`config.mk`:
```
export PLATFORM = sky130hd
export DESIGN_NAME = channel_reset_ramp_sequencer_flat
export DESIGN_NICKNAME = d
export VERILOG_FILES = /design/src/ramp_seq_pkg.sv /design/src/ramp_link_if.sv /design/src/channel_reset_ramp_sequencer.sv /design/src/flat_wrapper.sv
export VERILOG_INCLUDE_DIRS = /design/src
export SDC_FILE = /design/constraint.sdc
export NUM_CORES = 1
export LEC_CHECK = 0
export BUFFER_PORTS_ARGS = -buffer_cell sky130_fd_sc_hd__buf_4
export CORE_MARGIN = 2
export CORE_UTILIZATION = 50
export CTS_BUF_LIST = sky130_fd_sc_hd__clkbuf_2 sky130_fd_sc_hd__clkbuf_4 sky130_fd_sc_hd__clkbuf_8
export CTS_CLUSTER_DIAMETER = 150
export CTS_CLUSTER_SIZE = 20
export DETAILED_ROUTE_END_ITERATION = 12
export PLACE_DENSITY_LB_ADDON = 0.1
export SYNTH_ARGS = -nofsm -noshare
export SYNTH_HDL_FRONTEND = slang
export SYNTH_SLANG_ARGS = --single-unit
```
`constraint.sdc`:
```
create_clock -name clk_i -period 5 [get_ports clk_i]
set_input_delay 0.5 -clock clk_i [delete_from_list [all_inputs] [get_ports clk_i]]
set_output_delay 0.5 -clock clk_i [all_outputs]
set_load 0.01 [all_outputs]
```
`src/ramp_seq_cfg.svh`:
```
// Timing and structural constants for the channel-pair reset and ramp sequencer
`ifndef RAMP_SEQ_CFG_SVH
`define RAMP_SEQ_CFG_SVH
`define START_DELAY_CYCLES 35
`define RAMP_STEPS_DEFAULT 64
`define PWM_DIV_DEFAULT 16
`define STATUS_RESET 1'b0
`endif

```
`src/ramp_seq_pkg.sv`:
```
// Types shared by both ends of the sequencer link
package ramp_seq_pkg;
   typedef enum logic [4:0] {
      ST_OFF     = 5'b00001,
      ST_WAIT    = 5'b00010,
      ST_RAMP_UP = 5'b00100,
      ST_RUN     = 5'b01000,
      ST_RAMP_DN = 5'b10000
   } seq_state_e;
   typedef enum logic [2:0] {
      MS_IDLE    = 3'b001,
      MS_PWM_ON  = 3'b010,
      MS_RELEASE = 3'b100
   } mod_state_e;
endpackage

```
`src/ramp_link_if.sv`:
```
// Link between the PWM modulator end and the power-stage sequencer end
`timescale 1ns/1ps
interface ramp_link_if;
   logic pwm_input;
   logic channel_pair_reset_n;
   logic ramp_enable;
   logic fault_active;
   modport device (
      input  pwm_input,
      input  channel_pair_reset_n,
      input  ramp_enable,
      output fault_active
   );
   modport modulator (
      output pwm_input,
      output channel_pair_reset_n,
      output ramp_enable,
      input  fault_active
   );
endinterface

```
`src/channel_reset_ramp_sequencer.sv`:
```
// Power-stage end: channel-pair reset, ramp and start-up sequencing
`timescale 1ns/1ps
`include "ramp_seq_cfg.svh"
// How it works
// - Reset low: outputs hi-Z, state cleared
// - Reset high: latch mode, then switch normally
// - Ramp on: output ramps up to bias
// - No switching until ramp reaches bias
// - Modulator toggles PWM before ramp starts
// - Ramp on, reset low: ramp down toward ground
// - Down-ramp at ground: output goes hi-Z
// - New ramp request accepted mid-ramp
// - Ramp only used with half-bridge outputs
// - No ramp: switch after 35 PWM cycles
// - No ramp, reset low: hi-Z at once
// - Reset held low until supplies stable
// - PWM first, release reset, assert before off
// - Reset asserted on supply brownout
// - Latched shutdown cleared by fault gone, reset rise
module channel_reset_ramp_sequencer #(
   parameter int RAMP_STEPS = `RAMP_STEPS_DEFAULT,
   parameter int LEVEL_W    = $clog2(RAMP_STEPS + 1)
) (
   input  wire logic               clk_i,
   input  wire logic               rst_n_i,
   ramp_link_if.device             link,
   input  wire logic               fault_i,
   input  wire logic               latch_mode_i,
   output logic                    bridge_output_o,
   output logic                    bridge_output_oe_o,
   output logic [LEVEL_W-1:0]      ramp_level_o,
   output logic                    switching_o,
   output logic                    shutdown_o,
   output logic                    fault_o
);
   localparam logic [LEVEL_W-1:0] TOP = LEVEL_W'(RAMP_STEPS);
   localparam logic [5:0] START_CNT = 6'(`START_DELAY_CYCLES);

   logic [1:0] pwm_s;
   logic [1:0] rst_s;
   logic [1:0] ramp_s;
   logic       pwm_d;
   logic       rst_d;
   always_ff @(posedge clk_i or negedge rst_n_i) begin
      if (!rst_n_i) begin
         pwm_s <= 2'h0;
         rst_s <= 2'h0;
         ramp_s <= 2'h0;
         pwm_d <= 1'b0;
         rst_d <= 1'b0;
      end else begin
         pwm_s <= {pwm_s[0], link.pwm_input};
         rst_s <= {rst_s[0], link.channel_pair_reset_n};
         ramp_s <= {ramp_s[0], link.ramp_enable};
         pwm_d <= pwm_s[1];
         rst_d <= rst_s[1];
      end
   end
   logic pwm_rise;
   logic rst_rise;
   logic pair_rst_n;
   assign pwm_rise = pwm_s[1] & ~pwm_d;
   assign rst_rise = rst_s[1] & ~rst_d;
   assign pair_rst_n = rst_s[1];

   ramp_seq_pkg::seq_state_e state_r;
   ramp_seq_pkg::seq_state_e state_nxt;
   logic [LEVEL_W-1:0] level_r;
   logic [LEVEL_W-1:0] level_nxt;
   logic [5:0]         cnt_r;
   logic [5:0]         cnt_nxt;
   logic               ramp_mode_r;
   logic               ramp_mode_nxt;
   logic               latch_r;
   logic               latch_nxt;
   logic               shut_r;
   logic               shut_nxt;
   logic               out_r;
   logic               out_nxt;
   logic               oe_r;
   logic               oe_nxt;
   logic               sw_r;
   logic               sw_nxt;
   logic               flt_r;
   logic               flt_nxt;

   always_comb begin
      state_nxt = state_r;
      level_nxt = level_r;
      cnt_nxt = cnt_r;
      ramp_mode_nxt = ramp_mode_r;
      latch_nxt = latch_r;
      case (state_r)
         ramp_seq_pkg::ST_OFF: begin
            level_nxt = '0;
            cnt_nxt = '0;
            if (pair_rst_n) begin
               ramp_mode_nxt = ramp_s[1];
               latch_nxt = latch_mode_i;
               state_nxt = ramp_s[1] ? ramp_seq_pkg::ST_RAMP_UP : ramp_seq_pkg::ST_WAIT;
            end
         end
         ramp_seq_pkg::ST_WAIT: begin
            if (!pair_rst_n) begin
               state_nxt = ramp_seq_pkg::ST_OFF;
            end else if (pwm_rise) begin
               if (cnt_r == START_CNT - 6'h01) begin
                  state_nxt = ramp_seq_pkg::ST_RUN;
               end else begin
                  cnt_nxt = cnt_r + 6'h01;
               end
            end
         end
         ramp_seq_pkg::ST_RAMP_UP: begin
            if (!pair_rst_n) begin
               state_nxt = ramp_seq_pkg::ST_RAMP_DN;
            end else if (pwm_rise) begin
               // Steps advance only on a running input
               if (level_r == TOP) begin
                  state_nxt = ramp_seq_pkg::ST_RUN;
               end else begin
                  level_nxt = level_r + LEVEL_W'(1);
               end
            end
         end
         ramp_seq_pkg::ST_RUN: begin
            level_nxt = ramp_mode_r ? TOP : '0;
            if (!pair_rst_n) begin
               state_nxt = ramp_mode_r ? ramp_seq_pkg::ST_RAMP_DN
                                       : ramp_seq_pkg::ST_OFF;
            end
         end
         ramp_seq_pkg::ST_RAMP_DN: begin
            if (pair_rst_n) begin
               state_nxt = ramp_seq_pkg::ST_RAMP_UP;
            end else if (level_r == '0) begin
               state_nxt = ramp_seq_pkg::ST_OFF;
            end else begin
               level_nxt = level_r - LEVEL_W'(1);
            end
         end
         default: state_nxt = ramp_seq_pkg::ST_OFF;
      endcase
   end

   always_ff @(posedge clk_i or negedge rst_n_i) begin
      if (!rst_n_i) begin
         state_r <= ramp_seq_pkg::ST_OFF;
         level_r <= '0;
         cnt_r <= '0;
         ramp_mode_r <= 1'b0;
         latch_r <= 1'b0;
      end else begin
         state_r <= state_nxt;
         level_r <= level_nxt;
         cnt_r <= cnt_nxt;
         ramp_mode_r <= ramp_mode_nxt;
         latch_r <= latch_nxt;
      end
   end

   // Latched shutdown survives reset low; fault gone plus a reset rise clears it
   always_comb begin
      shut_nxt = shut_r;
      if (fault_i && latch_r && state_r == ramp_seq_pkg::ST_RUN) begin
         shut_nxt = 1'b1;
      end else if (shut_r && !fault_i && rst_rise) begin
         shut_nxt = 1'b0;
      end
   end

   always_ff @(posedge clk_i or negedge rst_n_i) begin
      if (!rst_n_i) begin
         shut_r <= `STATUS_RESET;
      end else begin
         shut_r <= shut_nxt;
      end
   end

   // Pin-facing flops: drive flops loaded from next state so they move with the state, fault flop loaded from fault_i
   always_comb begin
      flt_nxt = fault_i;
      sw_nxt = (state_nxt == ramp_seq_pkg::ST_RUN) && !shut_nxt;
      out_nxt = sw_nxt & pwm_s[1];
      oe_nxt = sw_nxt || state_nxt == ramp_seq_pkg::ST_RAMP_UP
               || state_nxt == ramp_seq_pkg::ST_RAMP_DN;
   end

   always_ff @(posedge clk_i or negedge rst_n_i) begin
      if (!rst_n_i) begin
         out_r <= 1'b0;
         oe_r <= 1'b0;
         sw_r <= 1'b0;
         flt_r <= 1'b0;
      end else begin
         out_r <= out_nxt;
         oe_r <= oe_nxt;
         sw_r <= sw_nxt;
         flt_r <= flt_nxt;
      end
   end

   assign link.fault_active = flt_r;
   assign bridge_output_o = out_r;
   assign bridge_output_oe_o = oe_r;
   assign ramp_level_o = level_r;
   assign switching_o = sw_r;
   assign shutdown_o = shut_r;
   assign fault_o = flt_r;
endmodule

```
`src/flat_wrapper.sv`:
```
// flat-port wrapper written by rule: the top's interface ports become plain ports
module channel_reset_ramp_sequencer_flat 
#(
   parameter int RAMP_STEPS = `RAMP_STEPS_DEFAULT,
   parameter int LEVEL_W    = $clog2(RAMP_STEPS + 1)
)
  (clk_i, rst_n_i, fault_i, latch_mode_i, bridge_output_o, bridge_output_oe_o, ramp_level_o, switching_o, shutdown_o, fault_o, link_pwm_input, link_channel_pair_reset_n, link_ramp_enable, link_fault_active);
  ramp_link_if link_i ();
  input  wire logic clk_i;
  input  wire logic rst_n_i;
  input  wire logic fault_i;
  input  wire logic latch_mode_i;
  output logic bridge_output_o;
  output logic bridge_output_oe_o;
  output logic [LEVEL_W-1:0] ramp_level_o;
  output logic switching_o;
  output logic shutdown_o;
  output logic fault_o;
  input wire logic [$bits(link_i.pwm_input)-1:0] link_pwm_input;
  input wire logic [$bits(link_i.channel_pair_reset_n)-1:0] link_channel_pair_reset_n;
  input wire logic [$bits(link_i.ramp_enable)-1:0] link_ramp_enable;
  output wire logic [$bits(link_i.fault_active)-1:0] link_fault_active;
  assign link_i.pwm_input = link_pwm_input;
  assign link_i.channel_pair_reset_n = link_channel_pair_reset_n;
  assign link_i.ramp_enable = link_ramp_enable;
  assign link_fault_active = link_i.fault_active;
  channel_reset_ramp_sequencer #(.RAMP_STEPS(RAMP_STEPS), .LEVEL_W(LEVEL_W)) u_core (.clk_i(clk_i), .rst_n_i(rst_n_i), .link(link_i), .fault_i(fault_i), .latch_mode_i(latch_mode_i), .bridge_output_o(bridge_output_o), .bridge_output_oe_o(bridge_output_oe_o), .ramp_level_o(ramp_level_o), .switching_o(switching_o), .shutdown_o(shutdown_o), .fault_o(fault_o));
endmodule
```
[Word level (Yosys, flattened, before mapping)]
Index checks and enable logic that the tools add are counted.
W data, S select, Z words.
Cells by class
  add/subtract/negate cells: 3
  equal/unequal tests: 18
  muxes and demuxes: 26
  bitwise operators: 5
  reduce and logical (&&, ||, !) cells: 15
Operators by type and width (number)
  $mux W5: 11
  $mux W7: 6
  $pmux W7 S4: 1
  $pmux W5 S5: 1
  $mux W6: 3
  $pmux W6 S2: 1
  $eq A5 B3 Y1 const B: 2
  $eq A5 B4 Y1 const B: 2
  $eq A5 B5 Y1 const B: 2
  $ne A2 B1 Y1 const B: 4
  $ne A2 B2 Y1 const B: 4
  $add A7 B1 Y7 const B: 1
  $eq A7 B7 Y1 const B: 1
  $logic_not A7 Y1: 1
  $sub A7 B1 Y7 const B: 1
  $add A6 B1 Y6 const B: 1
  $eq A6 B6 Y1 const B: 1
  $reduce_and A6 Y1: 1
  $eq A5 B1 Y1 const B: 1
  $eq A5 B2 Y1 const B: 1
  $logic_and A1 B1 Y1: 5
  $reduce_and A4 Y1: 1
  $reduce_bool A4 Y1: 1
  $and A1 B1 Y1: 3
  other kinds (7): 11
Word-level totals
  register bits after elaboration: 33
  input port bits: 7
  output and inout port bits: 13
  word-level logic and storage cells: 82

[Longest topological paths before layout]
Gate-level depths: netlist (run 1).
  word-level depth: 9
  gate-level depth with buffers: 11
  gate-level depth less buffers: 10

[Worst setup path after synthesis (run 1)]
Ideal clock, no wire load.
  path kind: register to register
  start point: register u_core.state_r[0]
  end point: register u_core.level_r[5], in the netlist u_core.ramp_level_o[5]
  setup time: 0.125 ns
  data arrival time: 2.271 ns
  required time: 4.875 ns
  slack: 2.604 ns
  stages on the path, launching flop included: 12
  buffers on the path: 1
  period minus slack after synthesis: 2.396 ns
  cells stage by stage: dfstp_2 > buf_2 > nor3_1 > nand3b_1 > inv_1 > ha_1 > a211oi_1 > o21bai_1 > a21oi_1 > xor2_1 > nor2_1 > mux2_2
On the way
  word-level cells in the longest chain between the ends: 3
  elaborated cells on any way between the ends: 12
  classes of those cells: eq/ne (9); mux (1); reduce/logical (2)
RTL lines
  start: declaration: line channel_reset_ramp_sequencer.sv:66  | ramp_seq_pkg::seq_state_e state_r;
  start signal: assignment: line channel_reset_ramp_sequencer.sv:148  | state_r <= ramp_seq_pkg::ST_OFF;
  start signal: assignment: line channel_reset_ramp_sequencer.sv:154  | state_r <= state_nxt;
  $eq A5 B5 Y1 (tied with other cells): line channel_reset_ramp_sequencer.sv:93  | case (state_r)
  $ne A2 B2 Y1 (no line) (tied with other cells)
  $reduce_and A6 Y1 (no line)
  end signal: assignment: line channel_reset_ramp_sequencer.sv:155  | level_r <= level_nxt;
  end: declaration: line channel_reset_ramp_sequencer.sv:68  | logic [LEVEL_W-1:0] level_r;
Parallel ways exist; a longest one is shown, timed or not.
A chain may end at the register's enable or synchronous reset.

[Worst setup path in the final report (run 1)]
  start point: register u_core.state_r[2]
  end point: register u_core.level_r[5], in the netlist u_core.ramp_level_o[5]
The elaborated chain is that of the path after synthesis.

==> results by stage, run 1 <==
Status:
- The flow ran to the end, and the final reports show no timing, DRC or antenna violations.

Worst setup path:
- The element type at the critical path start is a register.
- The largest fanout of any net on the critical path is 18.
- The number of buffer and inverter instances along the worst setup path is 1.
- At the worst endpoint, the arrival time is 3130 ps.
- The critical path endpoint category is a register.
- The data required time at the worst endpoint is 5240 ps.
- In this design, the stage delay of the slowest critical-path cell is just under 600 ps.
- The largest individual stage delay along the critical path comes from the cell dfrtp_1.
- The setup path with the least slack is of type reg -> reg.
- Walking the worst path, the cells encountered are nor3_1 > nand3b_1 > inv_1 > ha_1 > a211oi_1 > o21bai_1 > a21oi_1 > xor2_1 > nor2_1 > mux2_2.
- The dominant delay contributor by cell family on the critical path is compound AO/OA/AOI/OAI gates.

Detailed routing:
- The DRC marker count from the first detailed-route iteration is 42.
- The wire length per cell after detailed routing is 14.7 um.
- Summing over every cut layer, the via total after detailed routing is 1385.
- For this run, design rule violations remaining after detail routing come to 0.
- Summed over all layers, the routed wires come to 3630 um.
- The number of detailed-routing iterations run before antenna repair is 4.
- The remaining antenna violation count is 0.
- Using the TritonRoute via totals, the vias-per-cell ratio works out to 5.61.

Floorplan:
- The number of placed I/O pins is 20.
- The initial utilization of the core area, before any placement, comes to 53.6%.
- The height of the chip is about 65 um.
- The total core area is around 3400 um^2.
- In this run the core area contains 21 standard-cell rows.
- From left edge to right edge, the die measures 64.5 um.
- The floorplan die area is 4160 um^2.

Layout:
- The number of nets in the layout is 215.
- Leaving out fill and tap cells, the most frequent cell in the layout is dfrtp_1.
- The repair_antennas step left the layout with diodes totalling 0.
- The top cell types in the final layout, fill and taps aside, are 32 x dfrtp_1, 19 x buf_4, 16 x nand2_1.
- The non-filler instance count after layout is 247.
- After routing the design area is 2090 um^2.
- The post-route netlist has 21.4% of its cells at a drive strength greater than 1.
- The relative area change from synthesis to final layout is 14.1%.

STA:
- Setup violations remaining at the end of the flow were counted as 0.
- The tightest slew margin relative to the limit is 51.4%.
- The worst hold-check slack is 74.5 ps.
- The hold violation count in the final report is 0.
- The max-slew violation count was 0.
- At the pin with the least slew margin, the transition time is ~720 ps.
- Setup repair after global routing left no endpoint under its margin.
- The timing-limited maximum frequency is ~350 MHz.
- The final period utilization is 57.8%.
- The final sum of negative setup slack is 0 ps.
- Clock skew on the completed layout was measured at 9.95 ps.
- The post-layout minimum cycle time is 2890 ps.

Logic synthesis:
- The total of warnings raised by yosys is 0.
- The number of flip-flops and latches in the synthesized netlist is 33.
- The number of library cell types mapped by synthesis is 47.
- The synthesized instance count is 183.
- The number of flops mapped to enable cells by yosys is 0.
- The share of synthesized registers carrying an async set or reset is 100%.
- Summing every instance area after synthesis gives roughly 1800 um^2.
- The mean instance size in the synthesized netlist is around 10 um^2.
- The dominant register cell in the synthesized netlist is dfrtp_1.
- Of the synthesized area, sequential elements account for 45.2%.
- The number of nets in the synthesized netlist is 198.

Placement:
- Detailed placement finished with a half-perimeter wire length of 2750 um.
- The count of buffers inserted at the top-level ports is 19.
- The placed instances occupy a cell area of between 1500 and 2000 um^2.
- The final weighted congestion in routability-driven placement is 0.914.
- The number of cells after detailed placement is 239.

Global routing:
- The global router's overall resource usage is 19.9%.
- The first global-routing pass estimated 6280 um of wire.
- The number of global-route vias before repair came to 1349.
- The overall overflow remaining after global route is 0.
- The initial antenna violation count is 0.
- The pin count of the biggest net entering global routing is 34.

Worst hold path:
- The tightest min-delay check is of the in -> async type.

CTS:
- The post-cts gate resize count is 0.
- Clock-pin slew was measured on the worst setup and hold paths at about 110 ps.
- The insertion delay to the later sink of the worst-skew pair is 340 ps.
- Clock tree synthesis selected as its root buffer the cell clkbuf_4.
- The longest clock path from root to sink contains 2 buffers.
- The number of buffers added to fix hold violations after cts is 0.
- TritonCTS created 5 clock buffers.
- TritonCTS built the clock tree.
- The H-tree was split into 2 levels.
- Counting every sink on the clock net gives 33.
- The post-CTS setup repair buffer count is 0.

Power:
- In this run the static leakage power is 0.999 nW.
- IR analysis of the VDD net gives a maximum drop of between 0.15 and 0.2 mV.
- For this design the ratio of total power to cell area is 401 nW/um^2.

Job:
- Across the run, the number of max-cap violations was 0.
-- routing by layer --
layer,global-route usage [%],routed length [um],vias up
met5,0,0,-
met4,7.71,73,0
met3,5.73,138,7
met2,34.2,1870,25
met1,23.6,1540,668
li1,-,-,685
-- flip-flops by register name, indices dropped and copies added, names as in the netlist --
signal                     flops
u_core.cnt_r                   6
u_core.bridge_output_o         1
u_core.state_r                 5
u_core.switching_o             1
u_core.fault_o                 1
u_core.ramp_s                  2
u_core.pwm_s                   2
u_core.shutdown_o              1
u_core.ramp_level_o            7
u_core.bridge_output_oe_o      1
u_core.latch_r                 1
u_core.rst_d                   1
u_core.pwm_d                   1
u_core.rst_s                   2
u_core.ramp_mode_r             1
-- metrics by stage --
step | utilization, % | worst slack [ps] | total power [mW]
4_1_cts | 61.2 | 2130 | 0.845
3_5_place_dp | 58.1 | 2160 | 0.587
6_report | 61.2 | 2110 | 0.838
3_3_place_gp | 58.1 | 2380 | 0.580
2_1_floorplan | - | 2600 | 0.526
5_1_grt | 61.2 | 1860 | 0.892
-- cell families after synthesis --
kind of cell               Yosys count  share of synthesized area [%]
AOI/OAI and AO/OA                   36                           13.9
xor gates and xnor gates             8                           3.83
adders and majority gates            8                           5.87
buffers and inverters               18                           4.44
DFF                                 33                           45.2
muxes                                9                           5.46
and+or+nand+nor                     71                           21.3
-- power by group --
| part | internal (mW) | switching, mW |
|---|---|---|
| Clock | 0.157 | 0.0987 |
| Sequential | 0.297 | 0.0504 |
| Combinational | 0.110 | 0.124 |
| Total | 0.564 | 0.273 |
-- cell usage after synthesis, types with 3 or more instances --
library cell | count | area share [%]
o21ai_0 | 7 | 1.9
ha_1 | 7 | 4.8
nor2_1 | 15 | 3.1
nand2_1 | 16 | 3.3
nand4_1 | 3 | 1.0
dfrtp_1 | 32 | 44
buf_2 | 5 | 1.4
mux2_2 | 8 | 4.9
a21oi_1 | 8 | 2.2
nor3_1 | 5 | 1.4
xor2_1 | 6 | 2.9
o211ai_1 | 3 | 1.2
or3_1 | 3 | 1.0
nor4_1 | 4 | 1.4
and3_1 | 8 | 2.7
inv_1 | 9 | 1.8
nor2b_1 | 4 | 1.4
-- area by class of cell --
| class | count | area, um^2 |
|---|---|---|
| clock buffer | 5 | 37.5 |
| fill | 294 | 1330 |
| sequential | 33 | 827 |
| inverter | 9 | 33.8 |
| timing repair buffer | 19 | 143 |
| clock inverter | 3 | 68.8 |
| tap | 46 | 57.6 |
| multi-input combinational | 132 | 923 |
-- worst paths after layout --
| path | startpoint | to | slack [ps] | cells past startpoint |
|---|---|---|---|---|
| max reg2reg | u_core.state_r[2] | u_core.ramp_level_o[5] | 2110 | 10 |
| min | rst_n_i | u_core.ramp_level_o[2] | 70 | 1 |
| min in group clk_i | link_pwm_input | u_core.pwm_s[0] | 270 | 1 |
| max in group asynchronous | rst_n_i | u_core.state_r[0] | 4590 | 1 |
| min reg2reg | u_core.pwm_s[0] | u_core.pwm_s[1] | 360 | 0 |
| max | u_core.state_r[2] | u_core.ramp_level_o[5] | 2110 | 10 |
-- worst register-to-register path, delay by kind of cell (launching register included) --
kind | cells | cell delay (ps)
buffers and inverters | 1 | 260
AND/OR/NAND/NOR | 3 | 610
flip-flops | 1 | 590
AO/OA/AOI/OAI | 3 | 630
adder cells (fa/ha/maj) | 1 | 300
XOR/XNOR | 1 | 160
multiplexers | 1 | 260
No activity file was read; power rests on OpenSTA's default activity.
==> inputs of run 2 (changes only) <==
Settings changed: ABC_AREA set to 1.
Clock period 5 ns to 2.4 ns, I/O delays scaled along.
==> run 2 against run 1 <==
Wire length grew 5.4%. Synthesized cell count grew 30%. Largest cell class unchanged. Sequential share of layout area shrank 3.0 points. Highest routed layer unchanged. Sequential power grew 98%. Worst hold slack lost 14 ps. Clock power grew 66%. Via count grew 13%. Final area grew 8.3%. Sequential cell count is the same.
==> results by stage, run 2 <==
Logic synthesis:
- The post-synthesis sequential area ratio came to 41.7% (-3.4 points).
- The number of library cell types mapped by synthesis is 32 (-32%).
- The mean instance size in the synthesized netlist was 8.33 um^2 (-17%).
- Summed over all instances, the cell type with the most area after synthesis is dfrtp_1.
- The cell area after synthesis is 1980 um^2 (+8.2%).
- The post-synthesis xor/xnor area fraction is 2.21% (-1.6 points).
- By instance count, the leading cell after synthesis is nand2_1.
- The fraction of the mapped netlist area in adder cells is 5.43% (-0.45 points).
- The share of synthesized registers carrying an async set or reset came to 100% (unchanged).
- By area, the combinational part of the netlist is dominated by simple AND/OR/NAND/NOR gates.
- Among all flip-flop cells after synthesis, the most frequent one is dfrtp_1.
- The synthesized-area fraction occupied by and/or/nand/nor cells is 37.1% (+16 points).
- The synthesized instance count came to 238 (+30%).
- The area fraction of the dominant cell type after synthesis is 40.4% (-3.3 points).
- In the synthesized netlist, the cells that appear most often are 65 x nand2_1, 32 x dfrtp_1, 25 x inv_1.
- The total of warnings raised by yosys is 0 (unchanged).
- In the post-synthesis netlist, the biggest area contributors are dfrtp_1 40%, nand2_1 12%, nand3_1 5.1%, inv_1 4.7%, nor2_1 4.5%.
- The share of the synthesized area in compound gates (AO/OA/AOI/OAI) was 7.07% (-6.9 points).
- The number of flops mapped to enable cells by yosys was 0 (unchanged).
- The number of flip-flops and latches in the synthesized netlist is 33 (unchanged).
- The mux contribution to synthesized area was 0% (-5.5 points).
- The post-synth net total is 253 (+28%).

CTS:
- TritonCTS built the clock tree.
- The post-CTS clock slew at the launch and capture registers of the worst setup and hold paths is 70 ps (-40 ps).
- The number of buffers added by the clock tree synthesis step was 5 (unchanged).
- The post-CTS setup repair buffer count came to 0 (unchanged).
- The H-tree depth reported by CTS was 2 (unchanged).
- The number of sinks driven by the clock tree is 33 (unchanged).
- The insertion delay to the later sink of the worst-skew pair was 280 ps (-60 ps).
- The buffer levels on the longest clock path is 2 (unchanged).
- The master cell of the clock root buffer is clkbuf_8.

Detailed routing:
- The wire length per cell after detailed routing was 12.3 um (-16%).
- The detailed route wirelength on metal3 is 151 um (+9.4%).
- The count of vias placed by the detailed router is 1560 (+13%).
- The routed metal-1 wire length is 1860 um (+21%).
- The post-detailed-route DRC marker count is 0 (unchanged).
- The number of detailed-routing iterations run before antenna repair is 4 (unchanged).
- The highest metal layer carrying signal wires in the routed design is met4.
- The via density per instance is 5.02 (-11%).
- The DRC marker count from the first detailed-route iteration is 122 (+190%).
- The total detailed-routing wirelength is 3820 um (+5.4%).
- The met2 layer wire length in the routed design was 1750 um (-6.3%).
- The remaining antenna violation count is 0 (unchanged).

Global routing:
- The initial antenna violation count is 0 (unchanged).
- The pin count of the biggest net entering global routing is 34 (unchanged).
- The overall overflow remaining after global route is 0 (unchanged).
- The number of global-route vias before repair is 1456 (+7.9%).
- The wire length of the first global-routing pass is 6510 um (+3.6%).
- The global router's overall resource usage is 19.9% (-0.041 points).

Worst setup path:
- STA classifies the critical path endpoint as a register.
- The standard cell with the maximum stage delay on the critical path is dfrtp_1.
- The largest fanout of any net on the critical path is 10 (-8).
- The worst setup path is of the reg -> reg kind.
- The data required time at the worst endpoint is 2570 ps (-2670 ps).
- The cell that appears most often on the critical path is nand2_1.
- Traced cell by cell, the critical path runs through nor2_4 > nand3_4 > inv_4 > ha_1 > nand2_1 > inv_1 > a21oi_1 > xor2_1 > nor2_1 > nand2_1 > o21ai_1.
- The peak per-stage delay on the critical path is 440 ps (-150 ps).
- The data arrival time of the critical path is 2230 ps (-900 ps).
- The launch point of the worst path is u_core.state_r[1].
- The startpoint of the worst register-to-register path is u_core.state_r[1].
- STA classifies the critical path startpoint as a register.

STA:
- The worst hold-check slack is 60.7 ps (-13.8 ps).
- The worst setup margin is 340 ps (-1770 ps).
- The measured slew at the worst slew-check pin is 441 ps (-282 ps).
- The post-layout minimum cycle time was 2060 ps (-832 ps).
- The timing-limited maximum frequency is 485 MHz (+40%).
- The final period utilization came to 85.8% (+28 points).
- The hold violation count in the final report is 0 (unchanged).
- The max-slew violation count is 0 (unchanged).
- The maximum clock skew at final layout came to 7.42 ps (-2.53 ps).
- The final sum of negative setup slack is 0 ps (unchanged).
- The setup-violating endpoint count in the final report is 0 (unchanged).
- The tightest slew margin relative to the limit is 70.6% (+19 points).
- Setup repair after global routing left no endpoint under its margin.

Layout:
- The multi-input logic area was 1030 um^2 (+11%).
- The count of antenna diodes in the layout is 0 (unchanged).
- The share of final-layout standard cells stronger than drive strength 1 is 21.7% (+0.28 points).
- The post-route standard cell area excluding fillers came to 2260 um^2 (+8.3%).
- The register area was 827 um^2 (unchanged).
- The relative area change from synthesis to final layout is 14.2% (about the same).
- The most common library cell in the layout ignoring fill and taps is nand2_1.
- The flip-flop count of the largest register after layout came to 7 (unchanged).
- The count of fill cells added during filler insertion is 364 (+24%).
- In the layout the commonest cells are 65 x nand2_1, 32 x dfrtp_1, 25 x inv_1.
- The number of nets in the layout is 278 (+29%).

Worst hold path:
- The tightest min-delay check is of the in -> reg type.
- The worst hold path begins at link_pwm_input.

Floorplan:
- The initial core utilization is 52.9% (-0.69 points).
- The total core area is 3740 um^2 (+9.6%).
- The height of the chip is 67.0 um (+3.8%).
- The number of cell rows is 22 (+4.8%).
- The x dimension of the die is 67.0 um (+3.8%).
- The floorplan die area was 4480 um^2 (+7.7%).
- The number of placed I/O pins is 20 (unchanged).

Power:
- The leakage power summed over all cells was 1.19 nW (+20%).
- The peak supply drop was 0.453 mV (+150%).
- The total power divided by cell area is 730 nW/um^2 (+82%).
- The total design power is 1.65 mW (+97%).

Placement:
- The worst setup slack before clock tree synthesis came to 356 ps (-1810 ps).
- The final weighted congestion in routability-driven placement came to 0.819 (-10%).
- The HPWL reported at the end of detailed placement is 2850 um (+3.6%).
- The post-placement cell area is 2160 um^2 (+9.0%).
- The count of buffers inserted at the top-level ports is 19 (unchanged).

Job:
- The max-capacitance violation count is 0 (unchanged).

Status:
- The flow ran to the end, and the final reports show no timing, DRC or antenna violations.
run 2: cell count changes after synthesis, sizes merged, moves of 17 or more:
cell / before / now
nor2: 16 / 33
nand3: 2 / 22
inv: 9 / 28
nand2: 16 / 74
run 2: where the power goes:
group	switching (mW)	internal (mW)
logic	0.353	0.186
clock network	0.198	0.226
registers	0.0664	0.622
run 2: path summary, 6_finish.rpt:
path / endpoint / slack [ps] / depth (start not counted)
setup / recovery: u_core.ramp_level_o[4] / 340 / 11
hold / removal: u_core.pwm_s[0] / 60 / 1
setup reg to reg: u_core.ramp_level_o[4] / 340 / 11
hold reg to reg: u_core.pwm_s[1] / 350 / 0
max in group asynchronous: u_core.state_r[0] / 1640 / 2
min in group asynchronous: u_core.cnt_r[3] / 440 / 2
run 2: logic make-up (layout without fill, tap and decap cells):
kind of cell / count (synthesis) / count (layout)
flip-flops: 33 / 33
AND/OR/NAND/NOR: 139 / 139
AO/OA/AOI/OAI: 23 / 23
buffers and inverters: 30 / 55
XOR/XNOR: 5 / 5
adder cells (fa/ha/maj): 8 / 8
run 2: timing repair:
item | 4_1_cts | 5_1_grt
hold endpoints to repair | 32 | 0
gates resized for setup | 0 | 0
hold buffers | 1 | 0
run 2: cell type report:
class | instances | share of cell area (%)
Clock inverter | 1 | 0.332
Timing Repair Buffer | 20 | 6.74
Sequential cell | 33 | 36.5
Inverter | 28 | 4.75
Clock buffer | 6 | 3.65
Tap cell | 48 | 2.65
Multi-Input combinational cell | 175 | 45.3
run 2: metal layers:
layer / up-vias / global-route usage, %
met3: 6 / 4.56
li1: 814 / -
met2: 29 / 31.9
met1: 711 / 26.8
met5: - / 0
met4: 0 / 6.12
run 2: worst max-delay path: cells and delay by family (launching register included):
| kind | cells | cell delay (ps) |
|---|---|---|
| AOI/OAI and AO/OA | 2 | 220 |
| xor gates and xnor gates | 1 | 170 |
| adders and majority gates | 1 | 300 |
| buffers and inverters | 2 | 220 |
| DFF | 1 | 440 |
| and+or+nand+nor | 5 | 590 |
run 2: stage by stage:
step,instances,utilization (%)
detailed placement,303,57.8
finish,311,60.5
floorplan,238,-
CTS,311,60.5
global route,311,60.5
global placement,303,57.8
==> inputs of run 3 (changes only) <==
Settings changed: ABC_AREA 1 to not set.
==> run 3 against run 2 <==
Final cell count decreased by 16%. Count of clock-buffer cells in the layout did not move. Sequential share of layout area up 1.6 points. Largest power group unchanged.
==> results by stage, run 3 (same netlist as run 1, synthesis figures left out) <==
STA:
- The maximum clock skew at final layout came to 7.03 ps (-0.383 ps).
- The timing-limited maximum frequency is 446 MHz (-8.1%).
- The setup-violating endpoint count in the final report is 0 (unchanged).
- The tightest slew margin relative to the limit is 52.9% (-18 points).
- The measured slew at the worst slew-check pin is 701 ps (+260 ps).
- The final sum of negative setup slack is 0 ps (unchanged).
- The max-slew violation count was 0 (unchanged).
- The final period utilization is 93.4% (+7.5 points).
- The worst hold-check slack is 34.3 ps (-26.4 ps).
- The post-layout minimum cycle time is 2240 ps (+181 ps).
- Setup repair after global routing left no endpoint under its margin.
- The worst setup margin came to 159 ps (-181 ps).
- The hold violation count in the final report is 0 (unchanged).

Global routing:
- The overall overflow remaining after global route came to 0 (unchanged).
- The global router's overall resource usage came to 20.8% (+0.87 points).
- The pin count of the biggest net entering global routing is 34 (unchanged).
- The wire length of the first global-routing pass was 6600 um (+1.4%).
- The number of global-route vias before repair was 1449 (-0.48%).
- The initial antenna violation count was 0 (unchanged).

Power:
- The total design power is 1.60 mW (-3.4%).
- The total power divided by cell area is 735 nW/um^2 (+0.74%).
- The peak supply drop is 0.458 mV (+1.0%).
- The leakage power summed over all cells is 1.04 nW (-13%).

CTS:
- The insertion delay to the later sink of the worst-skew pair is 320 ps (+40 ps).
- The master cell of the clock root buffer is clkbuf_4.
- The post-CTS setup repair buffer count is 0 (unchanged).
- The buffer levels on the longest clock path is 2 (unchanged).
- The number of sinks driven by the clock tree is 33 (unchanged).
- The CTS tree is built.
- The post-CTS clock slew at the launch and capture registers of the worst setup and hold paths was 110 ps (+40 ps).
- The H-tree depth reported by CTS was 2 (unchanged).
- The number of buffers added by the clock tree synthesis step is 5 (unchanged).

Placement:
- The HPWL reported at the end of detailed placement came to 2880 um (+1.2%).
- The final weighted congestion in routability-driven placement is 0.905 (+11%).
- The worst setup slack before clock tree synthesis is 85.2 ps (-271 ps).
- The count of buffers inserted at the top-level ports was 19 (unchanged).

Layout:
- The flip-flop count of the largest register after layout is 7 (unchanged).
- The number of nets in the layout is 228 (-18%).
- The library cells used most frequently in the layout, excluding fill and tap cells, are 32 x dfrtp_1, 28 x buf_4, 16 x nand2_1.
- The relative area change from synthesis to final layout is 18.5%.
- The share of final-layout standard cells stronger than drive strength 1 is 26.2% (+4.5 points).
- The library cell used most frequently in the layout, excluding fill and tap cells, is dfrtp_1.
- The count of antenna diodes in the layout is 0 (unchanged).

Detailed routing:
- The routed metal-1 wire length is 1550 um (-16%).
- The count of vias placed by the detailed router came to 1472 (-5.6%).
- The met2 layer wire length in the routed design is 2010 um (+15%).
- The highest metal layer with signal wires is met4.
- The DRC marker count from the first detailed-route iteration is 63 (-48%).
- The detailed route wirelength on metal3 is 164 um (+8.6%).
- The total detailed-routing wirelength is 3810 um (-0.37%).
- The post-detailed-route DRC marker count is 0 (unchanged).
- The number of detailed-routing iterations run before antenna repair is 4 (unchanged).
- The via density per instance came to 5.66 (+13%).
- The wire length per cell after detailed routing was 14.6 um (+19%).
- The remaining antenna violation count is 0 (unchanged).

Worst setup path:
- The critical path endpoint category is a register.
- The number of buffer and inverter instances along the worst setup path is 2 (unchanged).
- The kind of cell with the highest combined delay along the critical path is flip-flops.
- The data arrival time of the critical path came to 2460 ps (+230 ps).
- The critical path is of the reg -> reg type.
- The largest fanout of any net on the critical path came to 5 (-5).
- The critical path goes through nor3_2 > nand3b_1 > inv_2 > buf_4 > ha_1 > o21ai_0 > o21bai_1 > a21oi_1 > xor2_1 > nor2_1 > mux2_2.
- The element type at the critical path start is a register.
- The data required time at the worst endpoint is 2620 ps (+50 ps).
- The worst reg-to-reg setup slack was 160 ps (-180 ps).
- The peak per-stage delay on the critical path is 550 ps (+110 ps).
- The standard cell with the maximum stage delay on the critical path is dfstp_2.

Floorplan:
- The x dimension of the die is 64.5 um (-3.6%).
- The number of placed I/O pins is 20 (unchanged).
- The total core area is 3420 um^2 (-8.8%).
- The number of cell rows is 21 (-4.5%).
- The initial core utilization is 53.6% (+0.69 points).
- The floorplan die area is 4160 um^2 (-7.1%).
- The height of the chip is 64.5 um (-3.6%).

Status:
- The flow ran to the end, and the final reports show no timing, DRC or antenna violations.

Worst hold path:
- The class of the worst hold path is in -> reg.

Job:
- The max-capacitance violation count is 0 (unchanged).
[run 3: where the power goes]
part	internal (mW)	switching [mW]	leakage (nW)	total, mW
Clock	0.143	0.188	0.0382	0.330
Combinational	0.269	0.335	0.576	0.604
Sequential	0.618	0.0439	0.430	0.662
[run 3: what timing repair did]
action                                  CTS  global route
resized for setup                         0             4
hold buffers                              1             3
endpoints found under the setup margin    0             2
endpoints found under the hold margin    32             3
[run 3: layout make-up]
type                            count  area, um^2
Multi-Input combinational cell    132         937
Clock buffer                        6        51.3
Fill cell                         299        1240
Inverter                            9        33.8
Timing Repair Buffer               32         250
Sequential cell                    33         827
Clock inverter                      2        13.8
Tap cell                           46        57.6
[run 3: metal layers]
layer | track usage [%] | up-vias
met5 | 0 | -
met4 | 7.18 | 0
met3 | 5.73 | 8
met2 | 37.4 | 44
met1 | 23.6 | 707
li1 | - | 713
[run 3: final timing paths]
path / from / end / cells after the start
hold / removal: fault_i / u_core.fault_o / 1
setup / recovery: u_core.state_r[0] / u_core.ramp_level_o[5] / 11
hold reg to reg: u_core.ramp_s[0] / u_core.ramp_s[1] / 0
max in group asynchronous: rst_n_i / u_core.state_r[0] / 2
min in group asynchronous: rst_n_i / u_core.ramp_level_o[3] / 2
setup reg to reg: u_core.state_r[0] / u_core.ramp_level_o[5] / 11
[run 3: worst reg2reg max path, cell delays in order, from the launching register on]
cell      delay (ps)
dfstp_2          550
nor3_2            50
nand3b_1         110
inv_2             80
buf_4            150
ha_1             320
o21ai_0          130
o21bai_1         100
a21oi_1          170
xor2_1           160
nor2_1            60
mux2_2           260
[run 3: through the flow]
step                util, %  instance area (um^2)  cells
floorplan                 -                  1830    183
global placement       60.1                  2050    248
detailed placement     60.1                  2050    248
CTS                    62.3                  2130    257
global route           63.6                  2170    260
finish                 63.6                  2170    260
